`config.mk`:
```
export PLATFORM = sky130hd
export DESIGN_NAME = atb_translation_buffer
export DESIGN_NICKNAME = d
export VERILOG_FILES = /design/src/atb_pkg.sv /design/src/atb_translation_buffer.sv
export SDC_FILE = /design/constraint.sdc
export NUM_CORES = 2
export LEC_CHECK = 0
export BUFFER_PORTS_ARGS = -buffer_cell sky130_fd_sc_hd__buf_4
export CAP_MARGIN = 20
export CORE_UTILIZATION = 30
export CTS_BUF_LIST = sky130_fd_sc_hd__clkbuf_4 sky130_fd_sc_hd__clkbuf_8 sky130_fd_sc_hd__clkbuf_16
export DETAILED_ROUTE_END_ITERATION = 6
export GPL_TIMING_DRIVEN = 0
export SYNTH_ARGS = -nofsm -noshare
export SYNTH_HDL_FRONTEND = slang
export SYNTH_SLANG_ARGS = --single-unit
export TNS_END_PERCENT = 20
```
`constraint.sdc`:
```
create_clock -name clk -period 4.5 [get_ports clk]
set_clock_uncertainty 0.1 [all_clocks]
set_input_delay 0.45 -clock clk [delete_from_list [all_inputs] [get_ports clk]]
set_output_delay 0.45 -clock clk [all_outputs]
set_load 0.01 [all_outputs]
```
`src/atb_pkg.sv`:
```
// constants and types shared by the address translation buffer
package atb_pkg;

   localparam int ENTRY_COUNT = 28;
   localparam int PTR_W = 5;
   localparam int VPN_W = 23;
   localparam int VPN_LSB = 9;
   localparam int PFN_W = 21;
   localparam int PHYS_W = 30;
   localparam int PROTECTION_CODE_W = 4;
   localparam int PROTECTION_CODE_DEC_W = 8;
   localparam int IPR_NUM_W = 7;

   // internal processor register numbers
   localparam logic [IPR_NUM_W-1:0] IPR_TABLE_FIRST = 7'h08;
   localparam logic [IPR_NUM_W-1:0] IPR_TABLE_LAST = 7'h0D;
   localparam logic [IPR_NUM_W-1:0] IPR_MM_ENABLE = 7'h38;
   localparam logic [IPR_NUM_W-1:0] IPR_FLUSH_ALL = 7'h39;
   localparam logic [IPR_NUM_W-1:0] IPR_FLUSH_SINGLE = 7'h3A;
   localparam logic [IPR_NUM_W-1:0] IPR_PROBE = 7'h3F;

   localparam int MM_ENABLE_BIT = 0;
   localparam logic MM_ENABLE_RESET = 1'h0;
   localparam logic [PTR_W-1:0] PTR_RESET = 5'h00;
   localparam logic [PTR_W-1:0] PTR_LAST = 5'h1B;

   // protection predecode: [7:4] write allowed U,S,E,K; [3:0] read allowed
   localparam logic [15:0][PROTECTION_CODE_DEC_W-1:0] PROTECTION_CODE_DECODE = {
      8'h0F, 8'h1F, 8'h3F, 8'h7F, 8'h07, 8'h17, 8'h37, 8'h77,
      8'h03, 8'h13, 8'h33, 8'hFF, 8'h01, 8'h11, 8'h00, 8'h00};

   typedef struct packed {
      logic bufferEntryValid;
      logic [PFN_W-1:0] pageFrameNumber;
      logic tableEntryValid;
      logic tableEntryModified;
      logic [PROTECTION_CODE_DEC_W-1:0] protAccess;
   } atb_pte_t;

   typedef struct packed {
      logic [VPN_W-1:0] virtualPageNumber;
      atb_pte_t pte;
   } atb_entry_t;

   typedef struct packed {
      logic valid;
      logic [31:0] virtAddr;
   } atb_lookup_t;

   typedef struct packed {
      logic valid;
      logic [VPN_W-1:0] virtualPageNumber;
      logic [PFN_W-1:0] pageFrameNumber;
      logic tableEntryValid;
      logic tableEntryModified;
      logic [PROTECTION_CODE_W-1:0] protectionCode;
   } atb_refill_t;

   typedef struct packed {
      logic done;
      logic hit;
      logic miss;
      logic [PHYS_W-1:0] physAddr;
      logic tableEntryValid;
      logic tableEntryModified;
      logic [PROTECTION_CODE_DEC_W-1:0] protAccess;
   } atb_result_t;

   typedef struct packed {
      logic write;
      logic read;
      logic [IPR_NUM_W-1:0] num;
      logic [31:0] data;
   } atb_reg_req_t;

   typedef struct packed {
      logic valid;
      logic [31:0] data;
   } atb_reg_rsp_t;

   typedef struct packed {
      atb_entry_t [ENTRY_COUNT-1:0] entries;
      logic [PTR_W-1:0] replacePtr;
      logic mmEnable;
      atb_result_t result;
      atb_reg_rsp_t regRsp;
      logic overflowCcSet;
   } atb_state_t;

endpackage : atb_pkg

```
`src/atb_translation_buffer.sv`:
```
// fully associative address translation buffer with its control registers
//
// Operation
// holds 28 fully associative entries, each usable for process or system space
// any write to the memory management enable register flushes all entries
// writes to page table base or length registers 8..13 flush all entries
// flush-all write invalidates everything; flush-single write invalidates only matching entries
// each entry keeps a 23-bit tag holding the virtual page number
// entry data: frame number, table valid, modified, predecoded protection, valid
// lookup compares address bits 31..9 against all 28 tags at once
// exactly one matching tag gives a hit using that entry's data
// no matching tag reports a miss so the entry gets fetched
// refill writes new tag and entry into the slot the pointer selects
// accessing the pointed entry moves the pointer to the next entry
// memory management enable register is readable and writable
// flush-all register is write-only
// flush-single register is write-only and takes a virtual address
// probe register is write-only and takes an address inside the page
// writing 0 disables, 1 enables translation; read returns the state
// probe hit on a valid translation sets the overflow condition code
// flush-single invalidates entries mapping the written virtual address
// reset clears every entry valid flag and parks the pointer at zero
// an entry with its valid flag clear never hits
module atb_translation_buffer (
   input wire logic clk,
   input wire logic sys_rst,
   input wire atb_pkg::atb_lookup_t lookupReq,
   input wire atb_pkg::atb_refill_t refillReq,
   input wire atb_pkg::atb_reg_req_t regReq,
   output atb_pkg::atb_result_t lookupRsp,
   output atb_pkg::atb_reg_rsp_t regRsp,
   output logic mmEnable,
   output logic overflowCcSet
);
   import atb_pkg::*;

   localparam atb_state_t STATE_RESET = '{
      entries: '0,
      replacePtr: PTR_RESET,
      mmEnable: MM_ENABLE_RESET,
      result: '0,
      regRsp: '0,
      overflowCcSet: 1'h0};

   atb_state_t st;
   atb_state_t next_st;

   logic [ENTRY_COUNT-1:0] lookupMatch;
   logic [ENTRY_COUNT-1:0] regMatch;
   logic [VPN_W-1:0] lookupVpn;
   logic [VPN_W-1:0] regVpn;

   assign lookupVpn = lookupReq.virtAddr[31:VPN_LSB];
   assign regVpn = regReq.data[31:VPN_LSB];

   // one comparator pair per entry; a cleared valid flag masks the tag
   for (genvar i = 0; i < ENTRY_COUNT; i++) begin : g_cmp
      assign lookupMatch[i] = st.entries[i].pte.bufferEntryValid &&
         (st.entries[i].virtualPageNumber == lookupVpn);
      assign regMatch[i] = st.entries[i].pte.bufferEntryValid &&
         (st.entries[i].virtualPageNumber == regVpn);
   end

   function automatic logic [PTR_W-1:0] ptr_next(
      input logic [PTR_W-1:0] p
   );
      if (p == PTR_LAST) begin
         return PTR_RESET;
      end
      return p + 5'h01;
   endfunction : ptr_next

   always_comb begin
      logic singleHit;
      logic advance;
      logic tableWrite;
      logic [PTR_W-1:0] hitIdx;
      atb_entry_t hitEntry;
      singleHit = 1'h0;
      advance = 1'h0;
      tableWrite = 1'h0;
      hitIdx = PTR_RESET;
      hitEntry = '0;
      next_st = st;
      next_st.result = '0;
      next_st.regRsp = '0;
      next_st.overflowCcSet = 1'h0;

      // a double match should not happen; treated as a miss rather than
      // mixing two translations; the refill goes to the pointed slot
      singleHit = (lookupMatch != '0) &&
         ((lookupMatch & (lookupMatch - 1'b1)) == '0);
      for (int i = 0; i < ENTRY_COUNT; i++) begin
         if (lookupMatch[i]) begin
            hitIdx = PTR_W'(i);
            hitEntry = st.entries[i];
         end
      end

      if (lookupReq.valid) begin
         next_st.result.done = 1'h1;
         if (!st.mmEnable) begin
            // translation off: the address passes through untranslated
            next_st.result.hit = 1'h1;
            next_st.result.physAddr = lookupReq.virtAddr[PHYS_W-1:0];
         end else if (singleHit) begin
            next_st.result.hit = 1'h1;
            next_st.result.physAddr = {hitEntry.pte.pageFrameNumber,
               lookupReq.virtAddr[VPN_LSB-1:0]};
            next_st.result.tableEntryValid = hitEntry.pte.tableEntryValid;
            next_st.result.tableEntryModified =
               hitEntry.pte.tableEntryModified;
            next_st.result.protAccess = hitEntry.pte.protAccess;
            if (hitIdx == st.replacePtr) begin
               advance = 1'h1;
            end
         end else begin
            next_st.result.miss = 1'h1;
         end
      end

      if (refillReq.valid) begin
         next_st.entries[st.replacePtr].virtualPageNumber =
            refillReq.virtualPageNumber;
         next_st.entries[st.replacePtr].pte = '{
            bufferEntryValid: 1'h1,
            pageFrameNumber: refillReq.pageFrameNumber,
            tableEntryValid: refillReq.tableEntryValid,
            tableEntryModified: refillReq.tableEntryModified,
            protAccess: PROTECTION_CODE_DECODE[refillReq.protectionCode]};
         // the slot just filled is the accessed one, so move past it
         advance = 1'h1;
      end

      if (advance) begin
         next_st.replacePtr = ptr_next(st.replacePtr);
      end

      // register moves come last so a full flush beats a same-cycle refill
      tableWrite = regReq.write && (regReq.num >= IPR_TABLE_FIRST) &&
         (regReq.num <= IPR_TABLE_LAST);
      if (regReq.write && (regReq.num == IPR_MM_ENABLE)) begin
         next_st.mmEnable = regReq.data[MM_ENABLE_BIT];
      end
      if ((regReq.write && ((regReq.num == IPR_MM_ENABLE) ||
            (regReq.num == IPR_FLUSH_ALL))) || tableWrite) begin
         for (int i = 0; i < ENTRY_COUNT; i++) begin
            next_st.entries[i].pte.bufferEntryValid = 1'h0;
         end
      end
      if (regReq.write && (regReq.num == IPR_FLUSH_SINGLE)) begin
         for (int i = 0; i < ENTRY_COUNT; i++) begin
            if (regMatch[i]) begin
               next_st.entries[i].pte.bufferEntryValid = 1'h0;
            end
         end
      end
      if (regReq.write && (regReq.num == IPR_PROBE)) begin
         next_st.overflowCcSet = (regMatch != '0);
      end

      // write-only registers read back as zero
      if (regReq.read) begin
         next_st.regRsp.valid = 1'h1;
         if (regReq.num == IPR_MM_ENABLE) begin
            next_st.regRsp.data[MM_ENABLE_BIT] = st.mmEnable;
         end
      end
   end

   always_ff @(posedge clk) begin
      if (sys_rst) begin
         st <= STATE_RESET;
      end else begin
         st <= next_st;
      end
   end

   assign lookupRsp = st.result;
   assign regRsp = st.regRsp;
   assign mmEnable = st.mmEnable;
   assign overflowCcSet = st.overflowCcSet;

endmodule : atb_translation_buffer

```
Word level (Yosys, flattened, before mapping)
Memory sizes are Yosys's and may differ from the RTL's. Cells that the tools add are included. Widths: inputs -> output; s select.

Add/sub/neg operators: 2. Order comparisons: 5. Eq/ne operators: 62. Muxes and demuxes: 165. Bitwise gates (word level): 7. Reductions and logical operators: 74.

Operators by type and width (number): $bwmux 1540 (2); $mux 1517 (1); $eq 23x23->1 (56); $mux 31 (28); $demux 55 s5 (2); $mux 5 (28); $mux 1 (97); $logic_and 1x1->1 (64); $reduce_bool 28->1 (2); $mux 55 (1); $mux 43 (1); $mux 40 (1); $mux 32 (1); $mux 30 (1); $and 28x28->28 (1); $eq 7x6->1 const B (4); $logic_not 28->1 (1); $sub 28x1->28 const B (1); $mux 10 (1); $mux 8 (1); $ge 7x4->1 const B (1); $le 7x4->1 const B (1); $lt 5x6->1 const B (1); $not 1->1 (6); other kinds (9) (12).

Bits in registers: 1623. Memory bits (read-only): 128. Logic and storage cells: 497. Memories: 1.

Memory list: (name not given) (depth 16, bits a word 8, rd ports 1, clocked after Yosys merged registers in 0, write ports 0, RTL line atb_translation_buffer.sv:130) `protAccess: PROTECTION_CODE_DECODE[refillReq.protectionCode]};`.

Depth between registers and ports, before layout
Depth after elaboration: 37. Mapped depth: 18. Depth with buffers taken out: 12.

Least setup slack after synthesis
No wires, ideal clock.

Kind: input port to flip-flop. From: input port lookupReq[31] (netlist name). To: register st[81] (netlist name). Arrival: 3.500 ns. Data required time: 4.330 ns. Setup slack: 0.829 ns. Cell stages on the path: 14. Cell sequence: buf_4 > xnor2_1 > nand4_1 > or4_1 > or3_1 > buf_2 > o211a_4 > a2111oi_4 > nor3_1 > and4b_1 > nand4_1 > o21ba_1 > or3_1 > a21oi_1.

Cells in the longest elaborated chain, start to end: 35. Elaborated cells between the ends (all ways): 94.

Ends and longest elaborated chain: start: declaration (RTL line atb_translation_buffer.sv:27) `input wire atb_pkg::atb_lookup_t lookupReq,`; $eq 23x23->1 (RTL line atb_translation_buffer.sv:59) `(st.entries[i].virtualPageNumber == lookupVpn);`; $logic_and 1x1->1 (RTL line atb_translation_buffer.sv:58) `assign lookupMatch[i] = st.entries[i].pte.bufferEntryValid &&`; $mux 1 (RTL line atb_translation_buffer.sv:94) `if (lookupMatch[i]) begin`; $mux 5 (26 in a row) (RTL line atb_translation_buffer.sv:94); $eq 5x5->1 (RTL line atb_translation_buffer.sv:114) `if (hitIdx == st.replacePtr) begin`; $mux 1 (RTL line atb_translation_buffer.sv:114); $mux 1 * (RTL line atb_translation_buffer.sv:106) `end else if (singleHit) begin`; $mux 1 * (RTL line atb_translation_buffer.sv:102) `if (!st.mmEnable) begin`; $mux 1 * (RTL line atb_translation_buffer.sv:100) `if (lookupReq.valid) begin`; $mux 1 * (RTL line atb_translation_buffer.sv:122) `if (refillReq.valid) begin`; end signal: assignment (RTL line atb_translation_buffer.sv:175) `st <= next_st;`; end: declaration (RTL line atb_translation_buffer.sv:45) `atb_state_t st;`.

Every way passes the cells marked *; elsewhere a longest branch is shown, timed or not. A chain may end at the register's enable or synchronous reset.

Worst setup path after layout
From: input port lookupReq[18] (netlist name). To: register st (netlist bit lookupRsp[24]).

Cells in the longest elaborated chain, start to end: 32. Elaborated cells between the ends (all ways): 91.

Ends and longest elaborated chain (RTL line): $eq 23x23->1 (atb_translation_buffer.sv:59); $logic_and 1x1->1 (atb_translation_buffer.sv:58); $mux 31 (28 in a row) (atb_translation_buffer.sv:94); $mux 40 * (atb_translation_buffer.sv:106); $mux 30 * (atb_translation_buffer.sv:102).

Marks and branches as above.

==> run metrics <==
RSZ-0062 raised after global routing=yes; Synth async-reset ratio=0%; Num CTS Buffers=between 150 and 200; Rows=190; fin crit share=104%; initial core utilization=a little under a third; commonest non-fill, non-tap cell in the layout=nand2_1; Final Max Slew Viols=0; Fin Setup TNS=-1.93 ns; Leak=around 34 nW; CP startpoint kind=input port; Worst-Margin Slew=between 1 and 1.5 ns; Seq/Total Area, Yosys=around two fifths; first drt pass iteration count=7; commonest non-fill, non-tap cells in the layout=nand2_1 (3,043), a21oi_1 (1,646), dfxtp_1 (1,582); area of the multi-input gates=45,800 µm²; overall routing resource usage=about a third; HPWL Detailed=~350,000 µm; die width=523 µm; 1st-iter DRT viols=13,700; critical path class=in -> reg; Final Hold Fails=0; Post-synth EDFFs=0; first-pass GRT wire length=between 600,000 and 700,000 µm; routed wire length=469,000 µm; DRT antenna net count=0; Arr. time, crit path=5.38 ns; PortBufs=92; Die Y=approximately 520 µm; H-tree depth=4; Remaining DRCs=0; DIE AREA=~270,000 µm²; failing checks=negative setup slack; Via density=5.78; largest net degree at the start of global routing=17; Mean Syn Cell Area=approximately 7.4 µm²; Max-cap violations=0; f_max=~0.21 GHz; post-route worst setup slack=-0.175 ns; Final Setup Violations=34; vias=about 87,000; Core ar.=269,000 µm²; total gr overflow=0; GP Congestion=about 1.1; CTS root buffer=clkbuf_16; CP Capture Type=register; minimum clock period=~4.7 ns; max_slew headroom=between 10% and 20%; nets=11,600; Clock Sinks=between 1,500 and 2,000; register bit total from synthesis=1,592; Unique masters post-synth=79; Tot Pwr=roughly 33 mW; Sequential Area=about 32,000 µm²; CTS clk-pin slew, worst paths=~0.06 ns; Cell Area, Synth=a little over 80,000 µm²; Clock Latency Late Sink=0.91 ns; layout cells sized above 1=between 8 and 9%; I/O pin count=between 200 and 250; Worst VDD drop=about 0.00030 V; status=finished, violations left; warnings from Yosys=0; Cells after Synth=11,000; pwr dens=around 350 nW/µm²; maximum root-to-sink buffer count=3; filler cell count=roughly 29,000; Min-Delay Path Class=in -> reg; Most used DFF post-synth=dfxtp_1; Layout area overhead=17.6%; Worst EP required=5.21 ns; Avg WL per Cell=31.0 µm; critical path peak fanout=10; CTS tree=built; initial antenna violation count=40; vias in the first global route=roughly 79,000
## power breakdown
part           internal [mW]  switching (mW)  leakage [nW]
combinational          0.742            2.48          18.3
clock                   9.15            6.83          3.14
sequential              14.2          0.0687          12.8
total                   24.1            9.37          34.3
## synth_stat cells, types with 42 or more instances
library cell / instances / area, µm²
a211oi_1: 135 / 1010
a21oi_1: 1654 / 8280
and2_1: 42 / 263
buf_1: 105 / 394
buf_4: 112 / 841
clkbuf_1: 801 / 3010
dfxtp_1: 1592 / 31900
mux2i_1: 48 / 480
nand2_1: 3045 / 11400
nand3_1: 109 / 546
nand4_1: 235 / 1470
nor2_1: 503 / 1890
nor3_1: 118 / 591
nor4_1: 370 / 2310
o21ai_0: 256 / 1280
o22ai_1: 57 / 357
xnor2_1: 394 / 3450
xor2_1: 887 / 7770
## cells by family (layout without fill, tap and decap cells)
family	count (synthesis)	in the layout	share of synthesized area [%]
and+or+nand+nor	4548	4548	23.8
AOI/OAI and AO/OA	2398	2398	16.4
DFF	1592	1592	39.1
xor gates and xnor gates	1289	1289	13.9
buffers and inverters	1099	1641	5.86
muxes	61	61	0.769
adders and majority gates	5	5	0.0737
other	1	49	0.00460
## final cells by class
type | instances | share of cell area (%)
plain buffers | 1053 | 5.22
flip-flops and latches | 1592 | 33.3
clock buffers | 266 | 5.71
well taps | 3552 | 4.64
diodes | 18 | 0.0470
clock inverters | 63 | 0.840
repair buffers | 219 | 2.38
multi-input cells | 8332 | 47.8
inverters | 40 | 0.157
## metrics by stage
step	setup slack, ns	cell area [µm²]	instances	hold WS [ns]	utilization, %
after global routing	-0.0776	95800	15100	0.0362	35.6
final	-0.175	95900	15100	0.0355	35.6
after floorplan	0.829	81600	11000	0.331	-
after detailed placement	-2.51	88000	14700	0.343	32.7
after global placement	-3.25	86700	14700	0.338	32.2
after CTS	-0.0566	95400	15100	0.00418	35.5
## layer usage
| layer | up-vias | track usage, % | wire [µm] |
|---|---|---|---|
| li1 | 37800 | - | - |
| met1 | 42100 | 41.6 | 181000 |
| met2 | 6072 | 46.3 | 185000 |
| met3 | 1483 | 10.2 | 59200 |
| met4 | 36 | 25.5 | 43100 |
| met5 | - | 0 | 234 |
## what timing repair did
item / CTS / global route
setup buffers: 15 / 9
hold buffers: 28 / 0
resized for setup: 205 / 85
endpoints found under the hold margin: 32 / 0
endpoints found under the setup margin: 47 / 59
pin swaps: 27 / 9
## critical path, stage by stage
cell	delay (ns)
buf_4	0.10
buf_6	0.24
buf_6	0.32
buf_6	0.35
xor2_1	0.14
nor4_1	0.28
and4_1	0.49
and2_1	0.30
nor3_1	0.11
buf_2	0.21
a211oi_1	0.31
mux2i_1	0.19
a211oi_2	0.38
o311a_1	0.39
o2111ai_1	0.29
a211oi_2	0.38
buf_4	0.22
a21o_1	0.10
## final timing paths
| check | start | to | slack (ns) | cells after the start |
|---|---|---|---|---|
| worst min-delay path | refillReq[0] | register | 0.04 | 5 |
| worst max register to register | register | lookupRsp[4]$_SDFF_PP0_ | -0.15 | 13 |
| worst max-delay path | lookupReq[18] | lookupRsp[24]$_SDFF_PP0_ | -0.17 | 18 |
| worst min register to register | register | register | 0.35 | 2 |
No activity file was read; power rests on OpenSTA's default activity.
